**config.mk**
```make
export PLATFORM = sky130hd
export DESIGN_NAME = whl_indicator
export DESIGN_NICKNAME = d
export VERILOG_FILES = /design/src/whl_pkg.sv /design/src/whl_indicator.sv
export SDC_FILE = /design/constraint.sdc
export NUM_CORES = 1
export LEC_CHECK = 0
export BUFFER_PORTS_ARGS = -buffer_cell sky130_fd_sc_hd__buf_4
export CAP_MARGIN = 20
export CORE_UTILIZATION = 60
export DETAILED_ROUTE_END_ITERATION = 7
export PLACE_DENSITY = 0.81
export REMOVE_ABC_BUFFERS = 1
export SKIP_CTS_REPAIR_TIMING = 1
export SYNTH_ARGS = -nofsm -noshare
export SYNTH_HDL_FRONTEND = slang
export SYNTH_SLANG_ARGS = --single-unit
```
**constraint.sdc**
```tcl
create_clock -name core_clk -period 7.8 [get_ports core_clk]
set_input_delay 0.39 -clock core_clk [delete_from_list [all_inputs] [get_ports core_clk]]
set_output_delay 0.39 -clock core_clk [all_outputs]
set_load 0.005 [all_outputs]
```
**src/whl_pkg.sv**
```systemverilog
// Purpose: shared constants and types for the wayside health indicators
// Assumes: 25 MHz core clock; temperatures in tenths of a degree Celsius
// Notes:   counts and speeds are unsigned binary
package whl_pkg;

    // ****************************************************************
    // timing
    // ****************************************************************
    localparam int CLK_PERIOD_NS = 40;
    localparam int HALF_SEC_NS   = 500_000_000;
    localparam int HALF_SEC_CYC  = HALF_SEC_NS / CLK_PERIOD_NS;
    localparam int SHUTTER_S     = 10;
    localparam int SHUTTER_CYC   = SHUTTER_S * (1_000_000_000 / CLK_PERIOD_NS);

    // ****************************************************************
    // history and limits
    // ****************************************************************
    localparam int         HIST_DEPTH     = 20;
    localparam int         RUN_LIMIT      = 20;
    localparam logic [11:0] BEAR_LIMIT_DC = 12'h01C;   // 2.8 C
    localparam logic [11:0] WHEEL_LIMIT_DC = 12'h053;  // 8.3 C
    localparam logic [9:0] TF_DIFF_MIN    = 10'h004;
    localparam logic [9:0] OK_DIFF_MAX    = 10'h003;
    localparam logic [7:0] TF_SPEED_MPH   = 8'h0A;
    localparam logic [7:0] NOISE_LIMIT    = 8'h14;

    // ****************************************************************
    // flash pattern periods in half-second steps
    // ****************************************************************
    localparam logic [2:0] PER_SHORT = 3'h3;   // on 1, off 2
    localparam logic [2:0] PER_LONG  = 3'h5;   // on 1, off 4
    localparam logic [2:0] PER_DBL   = 3'h7;   // on, off, on, off 4

    // per-train summary delivered at end of train
    typedef struct packed {
        logic [11:0] bear_n;
        logic [11:0] bear_s;
        logic [11:0] wheel_n;
        logic [11:0] wheel_s;
        logic        scanners_ok;
        logic [9:0]  axles;
        logic [9:0]  hits1;
        logic [9:0]  hits2;
        logic [7:0]  min_mph;
        logic [7:0]  noise1;
        logic [7:0]  noise2;
        logic        approach_fitted;
        logic        started_by_gating;
        logic        approach_seen;
    } whl_train_t;

    // one history entry
    typedef struct packed {
        logic valid;
        logic ok;
        logic tf1;
        logic tf2;
        logic warn;
    } whl_hist_t;

endpackage

```
**src/whl_indicator.sv**
```systemverilog
// Purpose: status-panel indicator logic for a trackside detector
// Assumes: train summary comes from same-clock logic; pins are async
// Notes:   clk_en low freezes all state
//
// Functional notes
// RQ1 - flash balance light after 20 imbalanced trains
// RQ2 - keep flashing until both runs below 20
// RQ3 - colder scanner of pair is the faulty one
// RQ4 - balance pattern: N/E 1on2off, S/W 1on4off
// RQ5 - one balance output for bearing and wheel
// RQ6 - health flashes only if all scanners ok
// RQ7 - live echo of gating pulses during train
// RQ8 - fault light off while train present
// RQ9 - fault needs diff>=4, speed>10, odd axles
// RQ10 - fault light off, steady or flashing by history
// RQ11 - fewer hits names the faulty transducer
// RQ12 - fault patterns per transducer
// RQ13 - warning on more than 20 noise pulses
// RQ14 - warning on approach fitted but gating start
// RQ15 - ok light flashes when diff <= 3
// RQ16 - record no-approach alarm per train
// RQ17 - advance pulse opens shutters 10 seconds
// RQ18 - approach light follows track circuit signal
// RQ19 - history shifts at train end; half-second tick
`timescale 1ns/1ps
`default_nettype none

module whl_indicator #(
    parameter int HALF_SEC_CYC = whl_pkg::HALF_SEC_CYC,
    parameter int SHUTTER_CYC  = whl_pkg::SHUTTER_CYC
) (
    // clock and reset
    input  wire logic              core_clk,
    input  wire logic              arst_n,
    input  wire logic              clk_en,
    // sensor pins
    input  wire logic              train_present,
    input  wire logic              first_gating_transducer,
    input  wire logic              second_gating_transducer,
    input  wire logic              advance_a,
    input  wire logic              advance_b,
    input  wire logic              track_signal,
    // per-train result
    input  wire logic              train_end,
    input  wire whl_pkg::whl_train_t train_info,
    // indicators
    output logic                   balance_led,
    output logic                   health_led,
    output logic                   tdcr_ok_led,
    output logic                   tdcr_warn_led,
    output logic                   tdcr_fault_led,
    output logic                   approach_led,
    output logic                   shutter_open,
    output logic                   no_approach_alarm
);

    // ****************************************************************
    // pin synchronisers
    // ****************************************************************
    logic [5:0] pin_meta_r;
    logic [5:0] pin_sync_r;
    logic       adv_prev_r;
    logic       present_s, gate1_s, gate2_s, track_s, adv_s;

    always_ff @(posedge core_clk or negedge arst_n) begin
        if (!arst_n) begin
            pin_meta_r <= 6'h00;
            pin_sync_r <= 6'h00;
            adv_prev_r <= 1'b0;
        end else if (clk_en) begin
            pin_meta_r <= {train_present, first_gating_transducer,
                           second_gating_transducer, track_signal,
                           advance_a, advance_b};
            pin_sync_r <= pin_meta_r;
            adv_prev_r <= adv_s;
        end
    end

    assign present_s = pin_sync_r[5];
    assign gate1_s   = pin_sync_r[4];
    assign gate2_s   = pin_sync_r[3];
    assign track_s   = pin_sync_r[2];
    assign adv_s     = pin_sync_r[1] | pin_sync_r[0];

    // ****************************************************************
    // half-second time base and pattern phases
    // ****************************************************************
    logic [23:0] tick_cnt_r;
    logic        tick;
    logic [2:0]  ph_short_r, ph_long_r, ph_dbl_r;
    logic        pat_short, pat_long, pat_dbl, pat_even;

    assign tick = (tick_cnt_r == 24'(HALF_SEC_CYC - 1));

    always_ff @(posedge core_clk or negedge arst_n) begin
        if (!arst_n) begin
            tick_cnt_r <= 24'h000000;
            ph_short_r <= 3'h0;
            ph_long_r  <= 3'h0;
            ph_dbl_r   <= 3'h0;
        end else if (clk_en) begin
            tick_cnt_r <= tick ? 24'h000000 : tick_cnt_r + 24'h000001;
            if (tick) begin // RQ19
                ph_short_r <= (ph_short_r == whl_pkg::PER_SHORT - 3'h1)
                              ? 3'h0 : ph_short_r + 3'h1;
                ph_long_r  <= (ph_long_r == whl_pkg::PER_LONG - 3'h1)
                              ? 3'h0 : ph_long_r + 3'h1;
                ph_dbl_r   <= (ph_dbl_r == whl_pkg::PER_DBL - 3'h1)
                              ? 3'h0 : ph_dbl_r + 3'h1;
            end
        end
    end

    assign pat_short = (ph_short_r == 3'h0);                   // RQ4 RQ12
    assign pat_long  = (ph_long_r == 3'h0);                    // RQ4
    assign pat_dbl   = (ph_dbl_r == 3'h0) || (ph_dbl_r == 3'h2); // RQ12
    assign pat_even  = ~ph_dbl_r[0] & (ph_dbl_r != 3'h6);

    // ****************************************************************
    // per-train evaluation
    // ****************************************************************
    logic [11:0] bear_diff, wheel_diff;
    logic        bear_imb, wheel_imb, bear_low_ns, wheel_low_ns;
    logic [9:0]  hit_diff;
    logic        tf_cond;
    whl_pkg::whl_hist_t new_entry;

    always_comb begin
        bear_low_ns  = train_info.bear_n < train_info.bear_s;   // RQ3
        wheel_low_ns = train_info.wheel_n < train_info.wheel_s; // RQ3
        bear_diff  = bear_low_ns ? train_info.bear_s - train_info.bear_n
                                 : train_info.bear_n - train_info.bear_s;
        wheel_diff = wheel_low_ns ? train_info.wheel_s - train_info.wheel_n
                                  : train_info.wheel_n - train_info.wheel_s;
        bear_imb  = bear_diff > whl_pkg::BEAR_LIMIT_DC;   // RQ1
        wheel_imb = wheel_diff > whl_pkg::WHEEL_LIMIT_DC; // RQ1
        hit_diff = (train_info.hits1 > train_info.hits2)
                   ? train_info.hits1 - train_info.hits2
                   : train_info.hits2 - train_info.hits1;
        tf_cond = (hit_diff >= whl_pkg::TF_DIFF_MIN)
                  && (train_info.min_mph > whl_pkg::TF_SPEED_MPH)
                  && train_info.axles[0];                 // RQ9
        new_entry.valid = 1'b1;
        new_entry.ok    = train_info.scanners_ok;
        new_entry.tf1   = tf_cond &&
                          (train_info.hits1 < train_info.hits2); // RQ11
        new_entry.tf2   = tf_cond &&
                          (train_info.hits2 < train_info.hits1); // RQ11
        new_entry.warn  = (train_info.noise1 > whl_pkg::NOISE_LIMIT)
                          || (train_info.noise2 > whl_pkg::NOISE_LIMIT) // RQ13
                          || (train_info.approach_fitted
                              && train_info.started_by_gating);         // RQ14
    end

    // ****************************************************************
    // train history and imbalance runs
    // ****************************************************************
    whl_pkg::whl_hist_t hist_r [whl_pkg::HIST_DEPTH];
    logic [4:0] bear_run_r, wheel_run_r;
    logic       bear_ns_r, wheel_ns_r, last_ok_diff_r;
    logic [whl_pkg::HIST_DEPTH-1:0] h_ok, h_tf1, h_tf2, h_warn;

    always_ff @(posedge core_clk or negedge arst_n) begin
        if (!arst_n) begin
            for (int i = 0; i < whl_pkg::HIST_DEPTH; i++) begin
                hist_r[i] <= '0;
            end
        end else if (clk_en && train_end) begin
            hist_r[0] <= new_entry; // RQ19
            for (int i = 1; i < whl_pkg::HIST_DEPTH; i++) begin
                hist_r[i] <= hist_r[i-1];
            end
        end
    end

    always_ff @(posedge core_clk or negedge arst_n) begin
        if (!arst_n) begin
            bear_run_r        <= 5'h00;
            wheel_run_r       <= 5'h00;
            bear_ns_r         <= 1'b0;
            wheel_ns_r        <= 1'b0;
            last_ok_diff_r    <= 1'b0;
            no_approach_alarm <= 1'b0;
        end else if (clk_en && train_end) begin
            if (!bear_imb) begin
                bear_run_r <= 5'h00;
            end else if (bear_run_r != 5'(whl_pkg::RUN_LIMIT)) begin
                bear_run_r <= bear_run_r + 5'h01; // RQ1
            end
            if (!wheel_imb) begin
                wheel_run_r <= 5'h00;
            end else if (wheel_run_r != 5'(whl_pkg::RUN_LIMIT)) begin
                wheel_run_r <= wheel_run_r + 5'h01; // RQ1
            end
            bear_ns_r      <= bear_low_ns;  // RQ3
            wheel_ns_r     <= wheel_low_ns; // RQ3
            last_ok_diff_r <= hit_diff <= whl_pkg::OK_DIFF_MAX; // RQ15
            no_approach_alarm <= !train_info.approach_seen
                                 && train_info.started_by_gating; // RQ16
        end
    end

    for (genvar g = 0; g < whl_pkg::HIST_DEPTH; g++) begin : g_hist
        assign h_ok[g]   = hist_r[g].ok | ~hist_r[g].valid;
        assign h_tf1[g]  = hist_r[g].tf1;
        assign h_tf2[g]  = hist_r[g].tf2;
        assign h_warn[g] = hist_r[g].warn;
    end

    // ****************************************************************
    // indicator drive
    // ****************************************************************
    logic bear_flag, wheel_flag, rail_ns, rail_sw, health_all, any1, any2;
    logic shut_load;
    logic [27:0] shut_cnt_r;

    assign bear_flag  = bear_run_r == 5'(whl_pkg::RUN_LIMIT);  // RQ2
    assign wheel_flag = wheel_run_r == 5'(whl_pkg::RUN_LIMIT); // RQ2
    assign rail_ns = (bear_flag & bear_ns_r) | (wheel_flag & wheel_ns_r); // RQ5
    assign rail_sw = (bear_flag & ~bear_ns_r)
                     | (wheel_flag & ~wheel_ns_r);              // RQ5
    assign health_all = hist_r[0].valid & (&h_ok);              // RQ6
    assign any1 = |h_tf1;
    assign any2 = |h_tf2;
    assign shut_load = adv_s & ~adv_prev_r;

    always_ff @(posedge core_clk or negedge arst_n) begin
        if (!arst_n) begin
            balance_led    <= 1'b0;
            health_led     <= 1'b0;
            tdcr_ok_led    <= 1'b0;
            tdcr_warn_led  <= 1'b0;
            tdcr_fault_led <= 1'b0;
            approach_led   <= 1'b0;
        end else if (clk_en) begin
            balance_led <= rail_ns ? pat_short
                                   : (rail_sw & pat_long);     // RQ4
            health_led  <= health_all & pat_even;              // RQ6
            approach_led <= track_s;                           // RQ18
            if (present_s) begin
                tdcr_ok_led    <= gate1_s;                     // RQ7
                tdcr_warn_led  <= gate2_s;                     // RQ7
                tdcr_fault_led <= 1'b0;                        // RQ8
            end else begin
                tdcr_ok_led   <= last_ok_diff_r & pat_even;    // RQ15
                tdcr_warn_led <= |h_warn;                      // RQ13 RQ14
                if (any1 && any2) begin
                    tdcr_fault_led <= 1'b1;                    // RQ10
                end else if (any1) begin
                    tdcr_fault_led <= pat_short;               // RQ12
                end else begin
                    tdcr_fault_led <= any2 & pat_dbl;          // RQ12
                end
            end
        end
    end

    always_ff @(posedge core_clk or negedge arst_n) begin
        if (!arst_n) begin
            shut_cnt_r   <= 28'h0000000;
            shutter_open <= 1'b0;
        end else if (clk_en) begin
            if (shut_load) begin
                shut_cnt_r   <= 28'(SHUTTER_CYC - 1);          // RQ17
                shutter_open <= 1'b1;
            end else if (shut_cnt_r != 28'h0000000) begin
                shut_cnt_r <= shut_cnt_r - 28'h0000001;
            end else begin
                shutter_open <= 1'b0;
            end
        end
    end
endmodule // whl_indicator

`default_nettype wire

```
==> results.md, run 1 <==
- Outcome: complete, no violations
- Placer Congestion: 0.9259
- Worst slew pin tran: about 0.96 ns
- Synth top area cells: dfrtp_1, nand2_1, ha_1
- Share of layout cells above drive strength 1: 12.61%
- Top-count cell post-synth: nand2_1
- Remaining antenna violation count: 0
- Via count: about 9600
- Async SR Flop Fraction: 100.0%
- Relative slew slack: about 36%
- Reg2reg start: shut_cnt_r[20]
- CP endpoint: wheel_run_r[2]
- Leakage: 6.478 nW
- Worst skew pair latency: 0.43 ns
- Gr usage total: between 20% and 30%
- Synth warnings: 0
- Routed wire length: between 20000 and 25000 um
- Seq cells post-synth: a little under 200
- Core area: approximately 0.019 mm2
- Setup violators final: 0
- Worst endpoint data arrival time: 3.60 ns
- Multi-input gate area: 0.006181 mm2
- Post-synth top cells: nand2_1, dfrtp_1, inv_1
- Routed len/inst: about 14 um
- Slew Limit Fails: 0
- Initial drt markers: 693
- Fillers: ~1500
- Syn Inst Count: ~1300
- Worst setup startpoint: train_info[70]
- FF-to-FF path depth: 9
- Initial antenna violation count: 0
- Final HPWL DP: 16850 um
- DIE HEIGHT: between 100 and 150 um
- Post-layout net count: roughly 1600
- Post-synth top area cell: dfrtp_1
- Final hold violations: 0
- Site row count: 50
- Setup CP Type: input port to flop
- Number of flops mapped to enable cells by yosys: 0
- Worst hold slack: 0.04340 ns
- Vias per cell: 5.631
- R2R Path End: shut_cnt_r[21]
- Reg-to-reg slack, setup: around 4.7 ns
- Residual DRC: 0
- IO Pins: 124
- RSZ-0062 raised after global routing: false
- Main synth FF type: dfrtp_1
- Setup Skew: ~0.007 ns
- Syn Area/Cell: between 8 and 9 um2
- Top cell type's share of synthesized area: around two fifths
- CP startpoint kind: input port
- First-pass GRT wire length: 41370 um
- TritonCTS buffer count: 17
- Clock Path Buffers: 2
- WP data required: roughly 8.1 ns
- CP Max Fanout: 5
- Port Buf Inserts: 114
- Fin Setup TNS: 0 ns
- Initial Util: 61.66%
- Pre-antenna DRT Iters: 6
- Root Driver: clkbuf_16
- Die footprint: approximately 0.020 mm2
- HP Class: input port to async pin
- Final Cycle Share: between 40% and 50%
- CTS H-tree depth: 4
- Clk sinks: 195
- Largest net degree at the start of global routing: 122
- Synth Cell Area: roughly 0.012 mm2
- Fin crit period: between 3 and 4 ns
- MaxCap Viol Count: 0
- Distinct cells, synth: 73
- Vias in the first global route: 9174
- Sequential cell area fraction in the yosys report: 41.89%
- DIE WIDTH: around 140 um
- Fmax: about 300 MHz
- Layout area overhead: 14.23%
- CTS clk-pin slew, worst paths: about 0.070 ns
- N_diodes: 0
- Register area: 0.004880 mm2
- CP endpoint kind: flop
- GRT Residual Overflow: 0
- CTS tree: done
- Maximum vdd drop: ~0.00017 V
- Pwr/cell area: around 210 mW/mm2
-- routing by layer --
metal	wire length [um]	GRT usage (%)	vias up
met1	10830	33.14	4613
met2	12100	43.17	234
met4	423	7.723	0
met5	0	0	-
met3	861	3.679	34
li1	-	-	4754
-- metrics by stage --
step	total power (W)	cells	setup WS, ns	area, um2	utilization, %
2_1_floorplan	0.001721	1301	4.411	11490	-
3_3_place_gp	0.001909	1678	4.191	12700	67.23
3_5_place_dp	0.001940	1678	4.149	12700	67.23
4_1_cts	0.002817	1710	4.563	13300	70.41
5_1_grt	0.002967	1711	4.205	13310	70.44
6_report	0.002808	1711	4.497	13310	70.44
-- cells in the final DEF, fill, tap and decap left out, types with 6 or more instances in the layout --
cell       netlist  routed
o211ai_1         6       6
nor2_1          74      74
nor3_1          21      21
a31oi_1          9       9
a221oi_1         6       6
clkbuf_8         0       7
a21boi_0         6       6
a21oi_1         57      57
buf_4            0     116
a211oi_1         9       9
nand2b_1        10      10
o21a_1          15      15
o21ai_0         80      80
xnor2_1         38      38
xor2_1          27      27
nor2b_1         17      17
and3_1          16      16
nor4_1          25      25
nand3_1         28      28
mux2_2          15      15
clkbuf_16        0      17
ha_1            74      74
a21o_1          18      18
inv_1          115     115
mux2i_1         11      11
nand4_1         15      15
nand2_1        313     312
fa_1             6       6
dfrtp_1        195     195
and2_1           7       6
-- cells by family after synthesis --
kind of cell    count (synthesis)  share of synthesized area (%)
simple gates                  554                          21.66
fa+ha+maj                      80                          8.979
buf+inv                       158                          5.101
mux                            26                          2.395
flops                         195                          41.89
compound gates                266                          15.09
xor+xnor                       65                          4.887
-- flip-flops by register name, indices dropped and copies added (netlist names), 5 cells and up --
register,flops
h_tf1,20
shut_cnt_r,28
pin_sync_r,6
wheel_run_r,5
hist_r,40
tick_cnt_r,24
bear_run_r,5
h_tf2,20
h_warn,20
pin_meta_r,6
-- worst min path at each step --
stage / start / end / slack [ns]
after floorplan: arst_n / adv_prev_r / 0.09
after global placement: hist_r[84] / hist_r[79] / 0.46
after detailed placement: h_tf1[19] / h_tf1[19] / 0.47
after CTS: arst_n / shut_cnt_r[26] / 0.13
after global routing: arst_n / shut_cnt_r[26] / 0.16
final: arst_n / shut_cnt_r[26] / 0.04
-- critical path: stages --
cell and delay [ns]:
buf_4 0.11, inv_1 0.05, ha_1 0.17, inv_1 0.07, fa_1 0.38, a21o_1 0.21, a221oi_4 0.36, a211oi_2 0.18
nor4b_1 0.42, nor3_1 0.12, nor4_1 0.34, o21ai_1 0.21, a2111oi_4 0.50, nor3_1 0.11
-- cell type report --
type	count	share of cell area, %
clock buffers	23	3.817
clock inverters	9	0.6957
inverters	115	3.244
multi-input cells	991	46.45
flip-flops and latches	195	36.67
well taps	260	2.445
repair buffers	118	6.685
-- where the power goes --
part	leakage, nW	switching, W	internal (W)
clock	0.294	0.000382	0.000495
sequential	2.47	0.000132	0.00117
combinational	3.71	0.000350	0.000281
No activity file was read; power rests on OpenSTA's default activity.
==> run 2: changes to the inputs <==
Clock period 7.8 ns to 3.45 ns, I/O delays scaled along.
==> run 2 against run 1 <==
Compared with the run above:
- the flow now finishes with violations (hold timing)
- non-clock buffer count increased by 16
- utilization rose by 0.86 points
- via count up 1.5%
- combinational power rose by 130%
- critical path depth decreased by 5
- cell area is 1.2% higher
- global-route usage grew 0.70 points
- critical endpoint is now shut_cnt_r[23]
- cell count up 0.94%
- register-to-register slack got worse by 4.4 ns
- clock power rose by 130%
- worst hold slack worse by 0.046 ns
==> results.md, run 2 (same netlist as run 1, synthesis figures left out) <==
- Wl on met1: about 11000 um
- Fin Setup TNS: 0 ns
- CP endpoint kind: flop
- Vias in the first global route: roughly 9200
- Most common cell after layout, fill and taps aside: nand2_1
- Placer Congestion: a little over 0.9
- HP Class: input port to flop
- Site row count: 50
- Routed len/inst: approximately 14 um
- TritonCTS buffer count: 17
- Final HPWL DP: about 17000 um
- Met2 routed WL: 12660 um
- Relative slew slack: 31.39%
- Critical Path Max Stage Delay: between 0.6 and 0.7 ns
- Worst slew pin tran: about 1.0 ns
- Residual DRC: 0
- CTS tree: done
- Routed wire length: 24980 um
- Outcome: complete, but fails checks
- First-pass GRT wire length: between 40000 and 50000 um
- Core area: roughly 0.019 mm2
- Share of layout cells above drive strength 1: 12.88%
- WP data required: about 3.8 ns
- Fmax: ~320 MHz
- RSZ-0062 raised after global routing: false
- Remaining antenna violation count: 0
- Pwr/cell area: ~480 mW/mm2
- Max reg flops: 40
- Final Cycle Share: 90.83%
- CTS clk-pin slew, worst paths: roughly 0.070 ns
- DIE WIDTH: approximately 140 um
- CTS H-tree depth: 4
- Initial drt markers: 773
- Largest delay contributor family on the critical path: simple AND/OR/NAND/NOR gates
- Vias per cell: approximately 5.7
- Fin crit period: 3.134 ns
- Clk sinks: 195
- Port Buf Inserts: between 100 and 150
- MaxCap Viol Count: 0
- Commonest cells after routing, fill and taps aside: nand2_1, dfrtp_1, buf_4
- DIE HEIGHT: between 100 and 150 um
- Post-layout net count: between 1500 and 2000
- Initial Util: 61.66%
- Final hold violations: 1
- Leakage: 6.560 nW
- Initial antenna violation count: 0
- Worst hold slack: -0.002787 ns
- Crit path buf inv count: 0
- Fillers: 1483
- Via count: 9779
- GRT Residual Overflow: 0
- Pre-antenna DRT Iters: 5
- Worst skew pair latency: approximately 0.43 ns
- Layout area overhead: 15.63%
- CP Max Fanout: 9
- Setup CP Type: flop to flop
- Slowest CP cell: or4_1
- Largest net degree at the start of global routing: between 100 and 150
- N_diodes: 0
- Failing checks: hold timing
- Worst endpoint data arrival time: between 3 and 4 ns
- Register area: between 0.004 and 0.005 mm2
- Metal3 WL: 887 um
- Root Driver: clkbuf_16
- Gr usage total: 25.91%
- Setup Skew: slightly below 0.009 ns
- Die footprint: approximately 0.02 mm2
- Top Metal Used: met4
- Slew Limit Fails: 0
- IO Pins: around 120
- Largest registers: hist_r (40), shut_cnt_r (28), tick_cnt_r (24)
- Largest reg by FF count: hist_r
- Maximum vdd drop: around 0.00033 V
- Clock Path Buffers: 2
- CP startpoint kind: flop
- Multi-input gate area: around 0.0062 mm2
- Power, Total: roughly 0.0064 W
- Setup violators final: 0
- Critical-path cell list: or4_1 -> nor4b_1 -> nor4b_2 -> a21bo_4 -> a21oi_2 -> nor4b_4 -> nor2b_1 -> xnor2_1 -> nand2_1
-- run 2: final cells by class --
cell class                      count  share of cell area (%)
Tap cell                          260                   2.415
Clock inverter                     13                   1.208
Clock buffer                       19                   3.288
Sequential cell                   195                   36.23
Timing Repair Buffer              134                   7.774
Multi-Input combinational cell    991                   45.89
Inverter                          115                   3.205
-- run 2: where the power goes --
| group | leakage, nW | switching [W] | internal [W] |
|---|---|---|---|
| clock network | 0.301 | 0.000910 | 0.00112 |
| registers | 2.47 | 0.000302 | 0.00264 |
| logic | 3.78 | 0.000800 | 0.000651 |
| total | 6.56 | 0.00201 | 0.00441 |
-- run 2: final timing paths --
| path | start | endpoint | slack [ns] | cells after the start |
|---|---|---|---|---|
| worst max-delay path | shut_cnt_r[20] | shut_cnt_r[23] | 0.32 | 9 |
| worst min-delay path | train_info[0] | no_approach_alarm | -0.003 | 3 |
| worst max register to register | shut_cnt_r[20] | shut_cnt_r[23] | 0.32 | 9 |
| worst min register to register | tick_cnt_r[4] | tick_cnt_r[4] | 0.47 | 1 |
| max in group asynchronous | arst_n | health_led | 2.26 | 3 |
| min in group asynchronous | arst_n | shut_cnt_r[3] | 0.29 | 2 |
-- run 2: per-layer routing --
layer  up-vias  GRT usage, %
li1       4798             -
met4         0         6.922
met2       229         45.62
met1      4723         33.42
met3        29         3.746
met5         -             0
-- run 2: worst register-to-register path, cell delays in order, from the launching register on --
cell and delay (ns):
dfrtp_1 0.40, or4_1 0.61, nor4b_1 0.54, nor4b_2 0.47, a21bo_4 0.24, a21oi_2 0.12
nor4b_4 0.21, nor2b_1 0.17, xnor2_1 0.17, nand2_1 0.07
-- run 2: stage by stage --
| stage | worst slack, ns | util [%] | area [um2] | cells |
|---|---|---|---|---|
| 3_5_place_dp | 0.1270 | 67.62 | 12770 | 1686 |
| 4_1_cts | 0.3760 | 70.82 | 13380 | 1718 |
| 5_1_grt | 0.1555 | 71.30 | 13470 | 1727 |
| 2_1_floorplan | 0.2787 | - | 11490 | 1301 |
| 6_report | 0.3163 | 71.30 | 13470 | 1727 |
| 3_3_place_gp | 0.1875 | 67.62 | 12770 | 1686 |
==> run 3: changes to the inputs <==
Settings changed: CORE_MARGIN from default to 2.
==> run 3 against run 2 <==
Compared with the run above:
- the flow now finishes without violations
- first-iteration DRC count shrank 21%
- clock power is essentially flat
- cell count is essentially flat
- critical path type is now input port to flop
- critical endpoint is now wheel_run_r[2]
==> results.md, run 3 (same netlist as run 1, synthesis figures left out) <==
- Most common cell after layout, fill and taps aside: nand2_1
- Leakage: between 6 and 7 nW
- Core area: around 0.019 mm2
- Remaining antenna violation count: 0
- HP Class: input port to flop
- Critical Path Max Stage Delay: about 0.45 ns
- Root Driver: clkbuf_16
- Switching share of power: between 30% and 40%
- CP Max Fanout: 5
- Outcome: complete, no violations
- Fin Setup TNS: 0 ns
- Non-Filler Instances: 1726
- Commonest cells after routing, fill and taps aside: nand2_1, dfrtp_1, buf_4
- Initial antenna violation count: 0
- Pre-antenna DRT Iters: 5
- TritonCTS buffer count: 17
- Vias per cell: between 5 and 6
- Sequential group share of total power: a little under half
- # placed instances: approximately 1700
- Most used cell, CP: inv_1
- Layout area overhead: 15.77%
- Share of layout cells above drive strength 1: 12.76%
- N_diodes: 0
- Final Cycle Share: a little under nine tenths
- First-pass GRT wire length: between 40000 and 50000 um
- Routed wire length: approximately 24000 um
- Max reg flops: 40
- Residual DRC: 0
- Pwr/cell area: 472.4 mW/mm2
- Clock Path Buffers: 2
- Vias in the first global route: 9310
- CTS H-tree depth: 4
- Clk sinks: roughly 200
- Slowest CP cell: a2111oi_4
- Initial drt markers: slightly above 600
- Worst hold slack: about 0.058 ns
- CP startpoint kind: input port
- Port Buf Inserts: roughly 110
- Worst skew pair latency: roughly 0.44 ns
- Reg2reg start: shut_cnt_r[20]
- Placer Congestion: approximately 0.89
- DIE HEIGHT: between 100 and 150 um
- Largest net degree at the start of global routing: 100
- Largest registers: hist_r (40), shut_cnt_r (28), tick_cnt_r (24)
- Final HPWL DP: about 17000 um
- Site row count: 50
- GRT Residual Overflow: 0
- Maximum vdd drop: 0.0003474 V
- Setup CP Type: input port to flop
- CTS tree: done
- Setup violators final: 0
- Relative slew slack: 48.50%
- Critical-path cell list: buf_4 -> inv_1 -> ha_1 -> inv_1 -> fa_1 -> a21o_1 -> a221oi_4 -> a211oi_2 -> nor2_1 -> mux2i_1 -> o2111ai_1 -> xor2_1 -> a2111oi_4 -> nor3_1
- DIE WIDTH: roughly 140 um
- Worst setup startpoint: train_info[70]
- IO Pins: about 120
- CTS clk-pin slew, worst paths: around 0.07 ns
- Via count: approximately 9700
- Comb power frac: between 20% and 30%
- Slew Limit Fails: 0
- Core Util, Final: between 70 and 80%
- Internal: around 0.0044 W
- Post-layout net count: about 1600
- R2R Path End: shut_cnt_r[23]
- P_sw: roughly 0.002 W
- Fin crit period: 2.946 ns
- Fmax: ~340 MHz
- Reg-to-reg slack, setup: between 0.5 and 0.6 ns
- Worst endpoint data arrival time: 3.25 ns
- Clock power share: 31.3%
- Worst slew pin tran: ~0.77 ns
- Hold Crit Depth: 3
- Setup Skew: ~0.013 ns
- Gr usage total: 24.08%
- MaxCap Viol Count: 0
- CP endpoint kind: flop
- FF-to-FF path depth: 9
- Initial Util: approximately three fifths
- CP endpoint: wheel_run_r[2]
- WP data required: between 3 and 4 ns
- RSZ-0062 raised after global routing: false
- Final hold violations: 0
- Largest reg by FF count: hist_r
- Die footprint: about 0.021 mm2
- Routed len/inst: around 14 um
## run 3: cell types whose count changed in the layout (fill, tap and decap cells not counted), sizes merged
| cell | delta |
|---|---|
| clkbuf | -1 |
| dlygate4sd3 | +1 |
| buf | -2 |
| inv | -3 |
| clkinvlp | +1 |
| clkinv | +3 |
## run 3: worst min path at each step
stage | startpoint | to | slack (ns)
6_report | train_info[15] | h_warn[0] | 0.06
5_1_grt | train_info[15] | h_warn[0] | 0.07
4_1_cts | arst_n | shutter_open | -0.16
3_5_place_dp | arst_n | shutter_open | 0.30
3_3_place_gp | arst_n | shut_cnt_r[27] | 0.31
2_1_floorplan | arst_n | adv_prev_r | -0.12
## run 3: routing by layer
layer / vias up / track usage (%) / share of wire [%]
li1: 4782 / - / -
met1: 4670 / 30.35 / 44
met2: 203 / 43.04 / 51
met3: 33 / 3.799 / 3.4
met4: 0 / 6.914 / 1.5
met5: - / 0 / 0
## run 3: through the flow
step / power, W / area [um2] / setup WS (ns)
after floorplan: 0.003891 / 11490 / 0.2787
after global placement: 0.004326 / 12780 / 0.1499
after detailed placement: 0.004394 / 12780 / 0.1022
after CTS: 0.006394 / 13390 / 0.5023
after global routing: 0.006737 / 13490 / 0.1578
final: 0.006372 / 13490 / 0.5035
## run 3: final cells by class
type | count | area, um2
Sequential cell | 195 | 4880
Clock inverter | 14 | 172.7
Multi-Input combinational cell | 991 | 6181
Tap cell | 260 | 325.3
Inverter | 115 | 431.7
Timing Repair Buffer | 133 | 1067
Clock buffer | 18 | 429.2
Fill cell | 1437 | 5406
## run 3: power by group through the flow
stage | sequential, W | combinational (W) | clock (W)
after detailed placement | 0.00297 | 0.00143 | 0
after floorplan | 0.00289 | 0.00100 | 0
after global routing | 0.00298 | 0.00164 | 0.00211
final | 0.00294 | 0.00144 | 0.00200
after global placement | 0.00295 | 0.00137 | 0
after CTS | 0.00293 | 0.00144 | 0.00202
## run 3: critical path: cells and delay by family
kind	cells	cell delay (ns)
mux	1	0.32
compound gates	5	1.33
fa+ha+maj	2	0.53
simple gates	2	0.51
xor+xnor	1	0.19
buf+inv	3	0.20
